`src/out_term_pkg.sv`:
```
// constants, codes and the status carrier for the output terminal selector
// assumes one 250 MHz clock shared with the drive control core
package out_term_pkg;

   // register port geometry
   localparam int DATA_W = 32;
   localparam int ADDR_W = 5;
   localparam int SEL_W = 6;
   localparam int VAL_W = 16;
   localparam int TIME_W = 32;
   localparam int MAX_TERM = 8;

   // register offsets (word index on the plain port)
   localparam logic [4:0] OFS_SEL_BASE = 5'h00;
   localparam logic [4:0] OFS_RUN_TIME_THR = 5'h08;
   localparam logic [4:0] OFS_PWR_ON_THR = 5'h09;
   localparam logic [4:0] OFS_CUR_RUN_THR = 5'h0a;
   localparam logic [4:0] OFS_TIMER_SET = 5'h0b;
   localparam logic [4:0] OFS_AI_LIMITS = 5'h0c;
   localparam logic [4:0] OFS_TEMP_THR = 5'h0d;
   localparam logic [4:0] OFS_CTRL = 5'h0e;
   localparam logic [4:0] OFS_STATUS = 5'h0f;

   // field positions
   localparam int CTRL_TIMING_EN_BIT = 0;
   localparam int CTRL_COMM_LSB = 8;
   localparam int STAT_PULSE_BIT = 8;
   localparam int HI_LSB = 16;

   // values after reset
   localparam logic [5:0] RST_SEL = 6'h00;
   localparam logic [31:0] RST_WORD = 32'h0000_0000;

   // function selection codes
   localparam logic [5:0] CODE_NONE = 6'h00;
   localparam logic [5:0] CODE_PLC_DONE = 6'h0b;
   localparam logic [5:0] CODE_RUN_TIME = 6'h0c;
   localparam logic [5:0] CODE_FREQ_LIMITED = 6'h0d;
   localparam logic [5:0] CODE_TORQUE_LIMITED = 6'h0e;
   localparam logic [5:0] CODE_READY = 6'h0f;
   localparam logic [5:0] CODE_AI_GT = 6'h10;
   localparam logic [5:0] CODE_UPPER_REACHED = 6'h11;
   localparam logic [5:0] CODE_LOWER_NO_STOP = 6'h12;
   localparam logic [5:0] CODE_UNDERVOLT = 6'h13;
   localparam logic [5:0] CODE_COMM = 6'h14;
   localparam logic [5:0] CODE_ZERO_SPEED2 = 6'h17;
   localparam logic [5:0] CODE_PWR_ON_TIME = 6'h18;
   localparam logic [5:0] CODE_TIMING = 6'h1e;
   localparam logic [5:0] CODE_AI_LIMIT = 6'h1f;
   localparam logic [5:0] CODE_LOAD_ZERO = 6'h20;
   localparam logic [5:0] CODE_MODULE_TEMP = 6'h23;
   localparam logic [5:0] CODE_LOWER_AT_STOP = 6'h25;
   localparam logic [5:0] CODE_ALARM = 6'h26;
   localparam logic [5:0] CODE_MOTOR_HOT = 6'h27;
   localparam logic [5:0] CODE_CUR_RUN_TIME = 6'h28;

   // pulse timing
   localparam int PULSE_MS = 250;
   localparam int CLK_KHZ = 250000;
   localparam int PULSE_CYCLES = PULSE_MS * CLK_KHZ;

   // drive state from the control core, same clock domain
   typedef struct packed {
      logic running;
      logic speed_mode;
      logic torque_at_limit;
      logic circuits_stable;
      logic fault_present;
      logic able_to_run;
      logic fault_run_on;
      logic undervoltage;
      logic load_zero;
      logic plc_cycle_done;
      logic [VAL_W-1:0] set_freq;
      logic [VAL_W-1:0] out_freq;
      logic [VAL_W-1:0] upper_freq_limit;
      logic [VAL_W-1:0] lower_freq_limit;
      logic [VAL_W-1:0] first_analog_input;
      logic [VAL_W-1:0] second_analog_input;
      logic [VAL_W-1:0] heatsink_temperature;
      logic [VAL_W-1:0] motor_temperature;
      logic [TIME_W-1:0] accum_run_time;
      logic [TIME_W-1:0] power_on_time_counter;
      logic [TIME_W-1:0] current_run_time;
   } drive_status_s;

endpackage

```
`src/out_term_select.sv`:
```
// digital output terminal function selector with its setting registers
// assumes status flags come from logic on the same clock, registers on a plain port
//
// The address-and-strobe port and the address map were left to the implementer.
module out_term_select #(
   parameter int NUM_TERM = 5,
   parameter int PULSE_CYCLES = out_term_pkg::PULSE_CYCLES
) (
   input wire logic ref_clk_i,
   input wire logic rst_b_i,
   input wire logic [out_term_pkg::ADDR_W-1:0] addr_i,
   input wire logic [out_term_pkg::DATA_W-1:0] wdata_i,
   input wire logic wr_i,
   input wire logic rd_i,
   output logic [out_term_pkg::DATA_W-1:0] rdata_o,
   input wire out_term_pkg::drive_status_s status_i,
   output logic [NUM_TERM-1:0] term_o
);

   localparam int CNT_W = $clog2(PULSE_CYCLES + 1);
   localparam logic [CNT_W-1:0] PULSE_LAST = CNT_W'(PULSE_CYCLES - 1);

   // refuse settings the logic cannot serve
   if (NUM_TERM < 1 || NUM_TERM > out_term_pkg::MAX_TERM) begin : g_bad_num
      $error("NUM_TERM must be 1 to 8");
   end
   if (PULSE_CYCLES < 1) begin : g_bad_pulse
      $error("PULSE_CYCLES must be at least 1");
   end

   logic [out_term_pkg::SEL_W-1:0] sel_ff [NUM_TERM];
   logic [out_term_pkg::TIME_W-1:0] run_time_thr_ff;
   logic [out_term_pkg::TIME_W-1:0] pwr_on_thr_ff;
   logic [out_term_pkg::TIME_W-1:0] cur_run_thr_ff;
   logic [out_term_pkg::TIME_W-1:0] timer_set_ff;
   logic [out_term_pkg::VAL_W-1:0] ai_upper_ff;
   logic [out_term_pkg::VAL_W-1:0] ai_lower_ff;
   logic [out_term_pkg::VAL_W-1:0] module_temp_thr_ff;
   logic [out_term_pkg::VAL_W-1:0] motor_hot_thr_ff;
   logic timing_en_ff;
   logic [NUM_TERM-1:0] comm_out_ff;
   logic [out_term_pkg::DATA_W-1:0] rdata_ff;
   logic [out_term_pkg::DATA_W-1:0] nxt_rdata;
   logic [NUM_TERM-1:0] term_ff;
   logic pulse_ff;
   logic [CNT_W-1:0] pulse_cnt_ff;
   logic wr_sel;
   logic wr_run;
   logic wr_pwr;
   logic wr_cur;
   logic wr_tmr;
   logic wr_ai;
   logic wr_temp;
   logic wr_ctrl;

   // write decode for the shared settings and the per-terminal selection codes
   assign wr_run = wr_i && (addr_i == out_term_pkg::OFS_RUN_TIME_THR);
   assign wr_pwr = wr_i && (addr_i == out_term_pkg::OFS_PWR_ON_THR);
   assign wr_cur = wr_i && (addr_i == out_term_pkg::OFS_CUR_RUN_THR);
   assign wr_tmr = wr_i && (addr_i == out_term_pkg::OFS_TIMER_SET);
   assign wr_ai = wr_i && (addr_i == out_term_pkg::OFS_AI_LIMITS);
   assign wr_temp = wr_i && (addr_i == out_term_pkg::OFS_TEMP_THR);
   assign wr_ctrl = wr_i && (addr_i == out_term_pkg::OFS_CTRL);
   assign wr_sel = wr_i && (addr_i < out_term_pkg::ADDR_W'(NUM_TERM));

   // time thresholds
   always_ff @(posedge ref_clk_i or negedge rst_b_i) begin
      if (!rst_b_i) begin
         run_time_thr_ff <= out_term_pkg::RST_WORD;
         pwr_on_thr_ff <= out_term_pkg::RST_WORD;
         cur_run_thr_ff <= out_term_pkg::RST_WORD;
         timer_set_ff <= out_term_pkg::RST_WORD;
      end else begin
         if (wr_run) begin
            run_time_thr_ff <= wdata_i;
         end
         if (wr_pwr) begin
            pwr_on_thr_ff <= wdata_i;
         end
         if (wr_cur) begin
            cur_run_thr_ff <= wdata_i;
         end
         if (wr_tmr) begin
            timer_set_ff <= wdata_i;
         end
      end
   end

   // analog window and temperature thresholds
   always_ff @(posedge ref_clk_i or negedge rst_b_i) begin
      if (!rst_b_i) begin
         ai_lower_ff <= out_term_pkg::RST_WORD[out_term_pkg::VAL_W-1:0];
         ai_upper_ff <= out_term_pkg::RST_WORD[out_term_pkg::VAL_W-1:0];
         module_temp_thr_ff <= out_term_pkg::RST_WORD[out_term_pkg::VAL_W-1:0];
         motor_hot_thr_ff <= out_term_pkg::RST_WORD[out_term_pkg::VAL_W-1:0];
      end else begin
         if (wr_ai) begin
            ai_lower_ff <= wdata_i[out_term_pkg::VAL_W-1:0];
            ai_upper_ff <= wdata_i[out_term_pkg::HI_LSB +: out_term_pkg::VAL_W];
         end
         if (wr_temp) begin
            module_temp_thr_ff <= wdata_i[out_term_pkg::VAL_W-1:0];
            motor_hot_thr_ff <= wdata_i[out_term_pkg::HI_LSB +: out_term_pkg::VAL_W];
         end
      end
   end

   // control word: timing enable and serially commanded terminal states
   always_ff @(posedge ref_clk_i or negedge rst_b_i) begin
      if (!rst_b_i) begin
         timing_en_ff <= 1'b0;
         comm_out_ff <= '0;
      end else if (wr_ctrl) begin
         timing_en_ff <= wdata_i[out_term_pkg::CTRL_TIMING_EN_BIT];
         comm_out_ff <= wdata_i[out_term_pkg::CTRL_COMM_LSB +: NUM_TERM];
      end
   end

   // read mux, answer stands only in the cycle after the strobe
   always_comb begin
      nxt_rdata = '0;
      if (rd_i) begin
         if (addr_i < out_term_pkg::ADDR_W'(NUM_TERM)) begin
            nxt_rdata = {26'h000_0000, sel_ff[addr_i[2:0]]};
         end else begin
            case (addr_i)
               out_term_pkg::OFS_RUN_TIME_THR: nxt_rdata = run_time_thr_ff;
               out_term_pkg::OFS_PWR_ON_THR: nxt_rdata = pwr_on_thr_ff;
               out_term_pkg::OFS_CUR_RUN_THR: nxt_rdata = cur_run_thr_ff;
               out_term_pkg::OFS_TIMER_SET: nxt_rdata = timer_set_ff;
               out_term_pkg::OFS_AI_LIMITS: nxt_rdata = {ai_upper_ff, ai_lower_ff};
               out_term_pkg::OFS_TEMP_THR: nxt_rdata = {motor_hot_thr_ff, module_temp_thr_ff};
               out_term_pkg::OFS_CTRL: begin
                  nxt_rdata[out_term_pkg::CTRL_TIMING_EN_BIT] = timing_en_ff;
                  nxt_rdata[out_term_pkg::CTRL_COMM_LSB +: NUM_TERM] = comm_out_ff;
               end
               out_term_pkg::OFS_STATUS: begin
                  nxt_rdata[NUM_TERM-1:0] = term_ff;
                  nxt_rdata[out_term_pkg::STAT_PULSE_BIT] = pulse_ff;
               end
               default: nxt_rdata = '0;
            endcase
         end
      end
   end

   always_ff @(posedge ref_clk_i or negedge rst_b_i) begin
      if (!rst_b_i) begin
         rdata_ff <= out_term_pkg::RST_WORD;
      end else begin
         rdata_ff <= nxt_rdata;
      end
   end

   assign rdata_o = rdata_ff;

   // program cycle pulse: a new cycle end restarts the full width
   always_ff @(posedge ref_clk_i or negedge rst_b_i) begin
      if (!rst_b_i) begin
         pulse_ff <= 1'b0;
         pulse_cnt_ff <= '0;
      end else if (status_i.plc_cycle_done) begin
         pulse_ff <= 1'b1;
         pulse_cnt_ff <= '0;
      end else if (pulse_ff) begin
         if (pulse_cnt_ff == PULSE_LAST) begin
            pulse_ff <= 1'b0;
            pulse_cnt_ff <= '0;
         end else begin
            pulse_cnt_ff <= pulse_cnt_ff + CNT_W'(1);
         end
      end
   end

   // one selector and one output flop per terminal
   for (genvar gi = 0; gi < NUM_TERM; gi++) begin : g_term
      logic cond;

      // selection code register of this terminal
      always_ff @(posedge ref_clk_i or negedge rst_b_i) begin
         if (!rst_b_i) begin
            sel_ff[gi] <= out_term_pkg::RST_SEL;
         end else if (wr_sel && (addr_i[2:0] == 3'(gi))) begin
            sel_ff[gi] <= wdata_i[out_term_pkg::SEL_W-1:0];
         end
      end

      // condition chosen by the code
      always_comb begin
         case (sel_ff[gi])
            out_term_pkg::CODE_PLC_DONE: cond = pulse_ff;
            out_term_pkg::CODE_RUN_TIME:
               cond = status_i.accum_run_time > run_time_thr_ff;
            out_term_pkg::CODE_FREQ_LIMITED:
               cond = ((status_i.set_freq > status_i.upper_freq_limit)
                       && (status_i.out_freq >= status_i.upper_freq_limit))
                      || ((status_i.set_freq < status_i.lower_freq_limit)
                       && (status_i.out_freq <= status_i.lower_freq_limit));
            out_term_pkg::CODE_TORQUE_LIMITED:
               cond = status_i.speed_mode && status_i.torque_at_limit;
            out_term_pkg::CODE_READY:
               cond = status_i.circuits_stable && !status_i.fault_present
                      && status_i.able_to_run;
            out_term_pkg::CODE_AI_GT:
               cond = status_i.first_analog_input > status_i.second_analog_input;
            out_term_pkg::CODE_UPPER_REACHED:
               cond = status_i.out_freq == status_i.upper_freq_limit;
            out_term_pkg::CODE_LOWER_NO_STOP:
               cond = status_i.running
                      && (status_i.out_freq <= status_i.lower_freq_limit);
            out_term_pkg::CODE_LOWER_AT_STOP:
               cond = !status_i.running
                      || (status_i.out_freq <= status_i.lower_freq_limit);
            out_term_pkg::CODE_UNDERVOLT: cond = status_i.undervoltage;
            out_term_pkg::CODE_COMM: cond = comm_out_ff[gi];
            out_term_pkg::CODE_ZERO_SPEED2:
               cond = status_i.out_freq == '0;
            out_term_pkg::CODE_PWR_ON_TIME:
               cond = status_i.power_on_time_counter > pwr_on_thr_ff;
            out_term_pkg::CODE_TIMING:
               cond = timing_en_ff && (status_i.current_run_time >= timer_set_ff);
            out_term_pkg::CODE_AI_LIMIT:
               cond = (status_i.first_analog_input > ai_upper_ff)
                      || (status_i.first_analog_input < ai_lower_ff);
            out_term_pkg::CODE_LOAD_ZERO: cond = status_i.load_zero;
            out_term_pkg::CODE_MODULE_TEMP:
               cond = status_i.heatsink_temperature >= module_temp_thr_ff;
            out_term_pkg::CODE_ALARM:
               cond = status_i.fault_run_on && status_i.running;
            out_term_pkg::CODE_MOTOR_HOT:
               cond = status_i.motor_temperature >= motor_hot_thr_ff;
            out_term_pkg::CODE_CUR_RUN_TIME:
               cond = status_i.current_run_time > cur_run_thr_ff;
            default: cond = 1'b0;
         endcase
      end

      // registered terminal drive
      always_ff @(posedge ref_clk_i or negedge rst_b_i) begin
         if (!rst_b_i) begin
            term_ff[gi] <= 1'b0;
         end else begin
            term_ff[gi] <= cond;
         end
      end

      property p_zero_code_idle;
         @(posedge ref_clk_i) disable iff (!rst_b_i)
         (sel_ff[gi] == out_term_pkg::CODE_NONE) |=> !term_ff[gi];
      endproperty
      a_zero_code_idle: assert property (p_zero_code_idle)
         else $error("terminal active with code zero");

      property p_reserved_idle;
         @(posedge ref_clk_i) disable iff (!rst_b_i)
         (sel_ff[gi] == 6'h15 || sel_ff[gi] > out_term_pkg::CODE_CUR_RUN_TIME)
            |=> !term_ff[gi];
      endproperty
      a_reserved_idle: assert property (p_reserved_idle)
         else $error("terminal active with reserved code");

      property p_pulse_follow;
         @(posedge ref_clk_i) disable iff (!rst_b_i)
         (sel_ff[gi] == out_term_pkg::CODE_PLC_DONE) |=> (term_ff[gi] == $past(pulse_ff));
      endproperty
      a_pulse_follow: assert property (p_pulse_follow)
         else $error("pulse terminal does not follow pulse");

      property p_comm_follow;
         @(posedge ref_clk_i) disable iff (!rst_b_i)
         (sel_ff[gi] == out_term_pkg::CODE_COMM) ##1 $stable(sel_ff[gi])
            |-> (term_ff[gi] == $past(comm_out_ff[gi]));
      endproperty
      a_comm_follow: assert property (p_comm_follow)
         else $error("commanded terminal mismatch");

      property p_undervolt;
         @(posedge ref_clk_i) disable iff (!rst_b_i)
         (sel_ff[gi] == out_term_pkg::CODE_UNDERVOLT) && status_i.undervoltage
            |=> term_ff[gi];
      endproperty
      a_undervolt: assert property (p_undervolt)
         else $error("undervoltage not shown");

      property p_lower_stop;
         @(posedge ref_clk_i) disable iff (!rst_b_i)
         (sel_ff[gi] == out_term_pkg::CODE_LOWER_NO_STOP) && !status_i.running
            |=> !term_ff[gi];
      endproperty
      a_lower_stop: assert property (p_lower_stop)
         else $error("lower limit output while stopped");

      property p_ai_gt;
         @(posedge ref_clk_i) disable iff (!rst_b_i)
         (sel_ff[gi] == out_term_pkg::CODE_AI_GT)
            |=> (term_ff[gi] == $past(status_i.first_analog_input
                                      > status_i.second_analog_input));
      endproperty
      a_ai_gt: assert property (p_ai_gt)
         else $error("input comparison output wrong");

      property p_ready;
         @(posedge ref_clk_i) disable iff (!rst_b_i)
         (sel_ff[gi] == out_term_pkg::CODE_READY)
            |=> (term_ff[gi] == $past(status_i.circuits_stable && !status_i.fault_present
                                      && status_i.able_to_run));
      endproperty
      a_ready: assert property (p_ready)
         else $error("ready output wrong");

      property p_torque_mode;
         @(posedge ref_clk_i) disable iff (!rst_b_i)
         (sel_ff[gi] == out_term_pkg::CODE_TORQUE_LIMITED) && !status_i.speed_mode
            |=> !term_ff[gi];
      endproperty
      a_torque_mode: assert property (p_torque_mode)
         else $error("torque output outside speed mode");

      property p_zero_speed;
         @(posedge ref_clk_i) disable iff (!rst_b_i)
         (sel_ff[gi] == out_term_pkg::CODE_ZERO_SPEED2) && (status_i.out_freq == '0)
            |=> term_ff[gi];
      endproperty
      a_zero_speed: assert property (p_zero_speed)
         else $error("zero speed not shown");

      property p_alarm;
         @(posedge ref_clk_i) disable iff (!rst_b_i)
         (sel_ff[gi] == out_term_pkg::CODE_ALARM)
            |=> (term_ff[gi] == $past(status_i.fault_run_on && status_i.running));
      endproperty
      a_alarm: assert property (p_alarm)
         else $error("alarm output wrong");
   end

   assign term_o = term_ff;

   // pulse counter never passes its terminal count
   property p_pulse_bound;
      @(posedge ref_clk_i) disable iff (!rst_b_i)
      pulse_cnt_ff <= PULSE_LAST;
   endproperty
   a_pulse_bound: assert property (p_pulse_bound)
      else $error("pulse counter overran");

   // a cycle end starts the pulse, which ends only at the terminal count
   property p_pulse_end;
      @(posedge ref_clk_i) disable iff (!rst_b_i)
      $fell(pulse_ff) |-> ($past(pulse_cnt_ff) == PULSE_LAST)
                          && !$past(status_i.plc_cycle_done);
   endproperty
   a_pulse_end: assert property (p_pulse_end)
      else $error("pulse ended early");

   property p_pulse_start;
      @(posedge ref_clk_i) disable iff (!rst_b_i)
      status_i.plc_cycle_done |=> pulse_ff && (pulse_cnt_ff == '0);
   endproperty
   a_pulse_start: assert property (p_pulse_start)
      else $error("pulse not started");

endmodule

```
`config.mk`:
```
export PLATFORM = sky130hd
export DESIGN_NAME = out_term_select
export DESIGN_NICKNAME = d
export VERILOG_FILES = /design/src/out_term_pkg.sv /design/src/out_term_select.sv
export SDC_FILE = /design/constraint.sdc
export NUM_CORES = 1
export LEC_CHECK = 0
export BUFFER_PORTS_ARGS = -buffer_cell sky130_fd_sc_hd__buf_4
export CAP_MARGIN = 20
export CORE_ASPECT_RATIO = 1.25
export CORE_MARGIN = 4
export CORE_UTILIZATION = 25
export CTS_CLUSTER_SIZE = 20
export DETAILED_ROUTE_END_ITERATION = 8
export MAX_ROUTING_LAYER = met4
export REMOVE_ABC_BUFFERS = 1
export SLEW_MARGIN = 30
export SYNTH_ARGS = -nofsm -noshare
export SYNTH_HDL_FRONTEND = slang
export SYNTH_SLANG_ARGS = --single-unit
```
`constraint.sdc`:
```
create_clock -name ref_clk_i -period 4 [get_ports ref_clk_i]
set_input_delay 0.8 -clock ref_clk_i [delete_from_list [all_inputs] [get_ports ref_clk_i]]
set_output_delay 0.8 -clock ref_clk_i [all_outputs]
set_load 0.05 [all_outputs]
```
==> out/qor.yml <==
cts_htree_levels: 1
nNetsFinal: 2942
cts_num_sinks: 292
timing.critical_path.cells: "inv_1, ha_1, nand4_1, nor4_1, buf_4, o311a_1, o21ai_0, buf_4, nor4b_1, a211oi_1, nand4_1"
antenna_violating_nets_post_route: 0
startpoint_type: "flip-flop"
worstRegToRegCells: 11
wirelength_met1_um: 33300
finalWeightedCongestion: 0.928
avgSynthCellArea_um2: 9.77
max_stage_delay_ns: 0.72
layout_min_cycle_time_ns: 3.12
met3WireLength_um: 5560
area_delta_synth_final_pct: 24.7
max-slew-margin-rel: 0.428
timing.final.max_slew_violations: 0
hold_fix_buffer_count_after_cts: 0
cts-root-to-sink-buffers: 3
wl_per_cell_um: 22.7
grt_overflow_total: 0
async_flop_share: 1.00
cp_slowest_cell: "nor4_1"
total_leakage_power_nw: 11.7
cts_made_buffers: 30
worst_r2r_startpoint: "run_time_thr_ff[31]"
accumulated_negative_setup_slack_ns: 0
drt-total-wl_um: 79300
fin_crit_sh: 0.779
start_util: 0.253
unrepaired_setup_endpoints_after_global_routing: "no"
synth.cells.most_frequent: "292 x dfrtp_1, 271 x ha_1, 261 x inv_1"
grt_usage: 0.182
timing_worst_slew_pin_value_ns: 0.859
timing.clock.skew_ns: 0.0135
viasPerCell: 5.11
die-width_um: 263
worst_hold_check_slack_ns: 0.280
clock_transition_at_the_registers_of_the_reported_paths_ns: 0.07
fp.dieArea_mm2: 0.0860
drt-initial-drc-count: 1347
rows: 116
fin_util: 0.315
final_area_mm2: 0.0254
timing.setup.critical_path_class: "reg -> reg"
reg2reg_to: "term_o[2]"
synth_edf_count: 0
ff2ff_setup_slack_ns: 0.88
final.fill_count: 8380
drt_pass1_iterations: 5
detailroute.via_count: 17900
yosys_register_bits: 292
status: "finished clean"
number_of_antenna_violations_at_the_first_check_in_global_routing: 18
dp_hpwl_um: 62700
synth.lib_cells_used.distinct: 72
yosys-top-cells-area: "dfrtp_1 36%, ha_1 17%, mux2_2 13%"
fmax_ghz: 0.321
final_layout_size_suffix_gt1_frac: 0.277
root_buffer: "clkbuf_16"
final_hold_viols: 0
worst_path_arrival_ns: 3.63
final-setup-viol-count: 0
post_cts_resized: 0
grt_pass1_vias: 17900
critPathBufInv: 3
synth_top_area_frac: 0.359
irDropWorstVdd_uv: 325
worstSetupEndpointType: "flip-flop"
synth_most_common_cell: "dfrtp_1"
netlist_instances: 2083
largest_net_degree_at_the_start_of_global_routing: 97
grt_first_pass_wirelength_um: 116000
yosysWarnings: 0
crit_path_max_fanout: 5
min-delay-path-class: "in -> async"
worstPathRequired_ns: 4.52
netlist_area_mm2: 0.0203
post_cts.repair.setup_buffers: 0
floorplan.io_pins: 312
clk_latency_ns: 0.58
synth_largest_area_cell: "dfrtp_1"
detail_route.drc_violations: 0
critical-path-top-delay-family: "simple AND/OR/NAND/NOR gates"
synthFlopType: "dfrtp_1"
route.met2.wl_um: 37900
port_buffers: 311
timing.max_cap.violations: 0
die_height_um: 327
placed_area_mm2: 0.0242
top_signal_layer_used: "met4"
synth_sequential_area_ratio: 0.359
cts_tree: "yes"
floorplan.core_area_mm2: 0.0804
power.density_cell_area_mw_per_mm2: 396
## worst register-to-register path: cells and delay by family (launching register included)
kind            cells  cell delay (ns)
flops               1             0.43
fa+ha+maj           1             0.30
simple gates        4             1.30
buf+inv             3             0.54
compound gates      3             0.48
## final cells by class
class,count,area (um^2),area share
multi-input cells,1448,11800,0.464
flip-flops and latches,292,7310,0.288
repair buffers,363,2810,0.111
well taps,1062,1330,0.0524
inverters,261,980,0.0386
clock buffers,42,877,0.0346
clock inverters,13,249,0.00982
diodes,18,45.0,0.00178
## power by group
| part | internal [mW] | switching [mW] | total, mW |
|---|---|---|---|
| clock | 1.98 | 1.29 | 3.27 |
| sequential | 3.42 | 0.554 | 3.97 |
| combinational | 1.28 | 1.52 | 2.79 |
| total | 6.67 | 3.36 | 10.0 |
## registers in the layout, indices dropped and copies added (netlist names)
name	flops
run_time_thr_ff	32
timer_set_ff	32
pulse_cnt_ff	26
term_o	5
module_temp_thr_ff	16
rdata_o	32
cur_run_thr_ff	32
ai_lower_ff	16
timing_en_ff	1
motor_hot_thr_ff	16
ai_upper_ff	16
comm_out_ff	5
sel_ff	30
pulse_ff	1
pwr_on_thr_ff	32
## cells by family (layout without fill, tap and decap cells)
family | Yosys count | count (layout) | share of synthesized area
muxes | 235 | 235 | 0.133
DFF | 292 | 292 | 0.359
other | 0 | 18 | 0
buffers and inverters | 343 | 679 | 0.0636
AOI/OAI and AO/OA | 469 | 469 | 0.155
adders and majority gates | 271 | 271 | 0.167
xor gates and xnor gates | 3 | 3 | 0.00129
and+or+nand+nor | 470 | 470 | 0.122
## how the worst max path moves through the flow
| stage | endpoint | cells after the start | start |
|---|---|---|---|
| final | term_o[2] | 11 | run_time_thr_ff[31] |
| after global routing | term_o[2] | 11 | run_time_thr_ff[30] |
| after CTS | term_o[2] | 11 | run_time_thr_ff[31] |
| after global placement | term_o[3] | 11 | status_i[27] |
| after floorplan | cur_run_thr_ff[0] | 5 | addr_i[3] |
| after detailed placement | term_o[2] | 11 | status_i[94] |
## per-layer routing
layer | up-vias | global-route usage
met5 | - | -
met4 | 0 | 0.0531
met3 | 107 | 0.0374
met2 | 632 | 0.303
met1 | 8765 | 0.223
li1 | 8363 | -
## through the flow
stage	total power, mW	cells	setup slack, ns
2_1_floorplan	5.50	2001	0.186
3_3_place_gp	6.75	3426	0.318
3_5_place_dp	6.80	3426	0.466
4_1_cts	10.1	3481	0.852
5_1_grt	10.6	3499	0.685
6_report	10.0	3499	0.884
## cells in the final DEF, fill, tap and decap left out, types with 18 or more instances in the layout
cell	instances
diode_2	18
nand2_1	108
nor4_1	28
ha_1	271
o21ai_0	74
nor3_1	22
nor2_1	66
nand3_1	57
nor2b_1	34
dfrtp_1	292
a22oi_1	86
inv_1	261
nand4_1	69
a31oi_1	43
clkbuf_16	31
mux2_2	228
buf_4	356
a21oi_1	109
No activity file was read; power rests on OpenSTA's default activity.
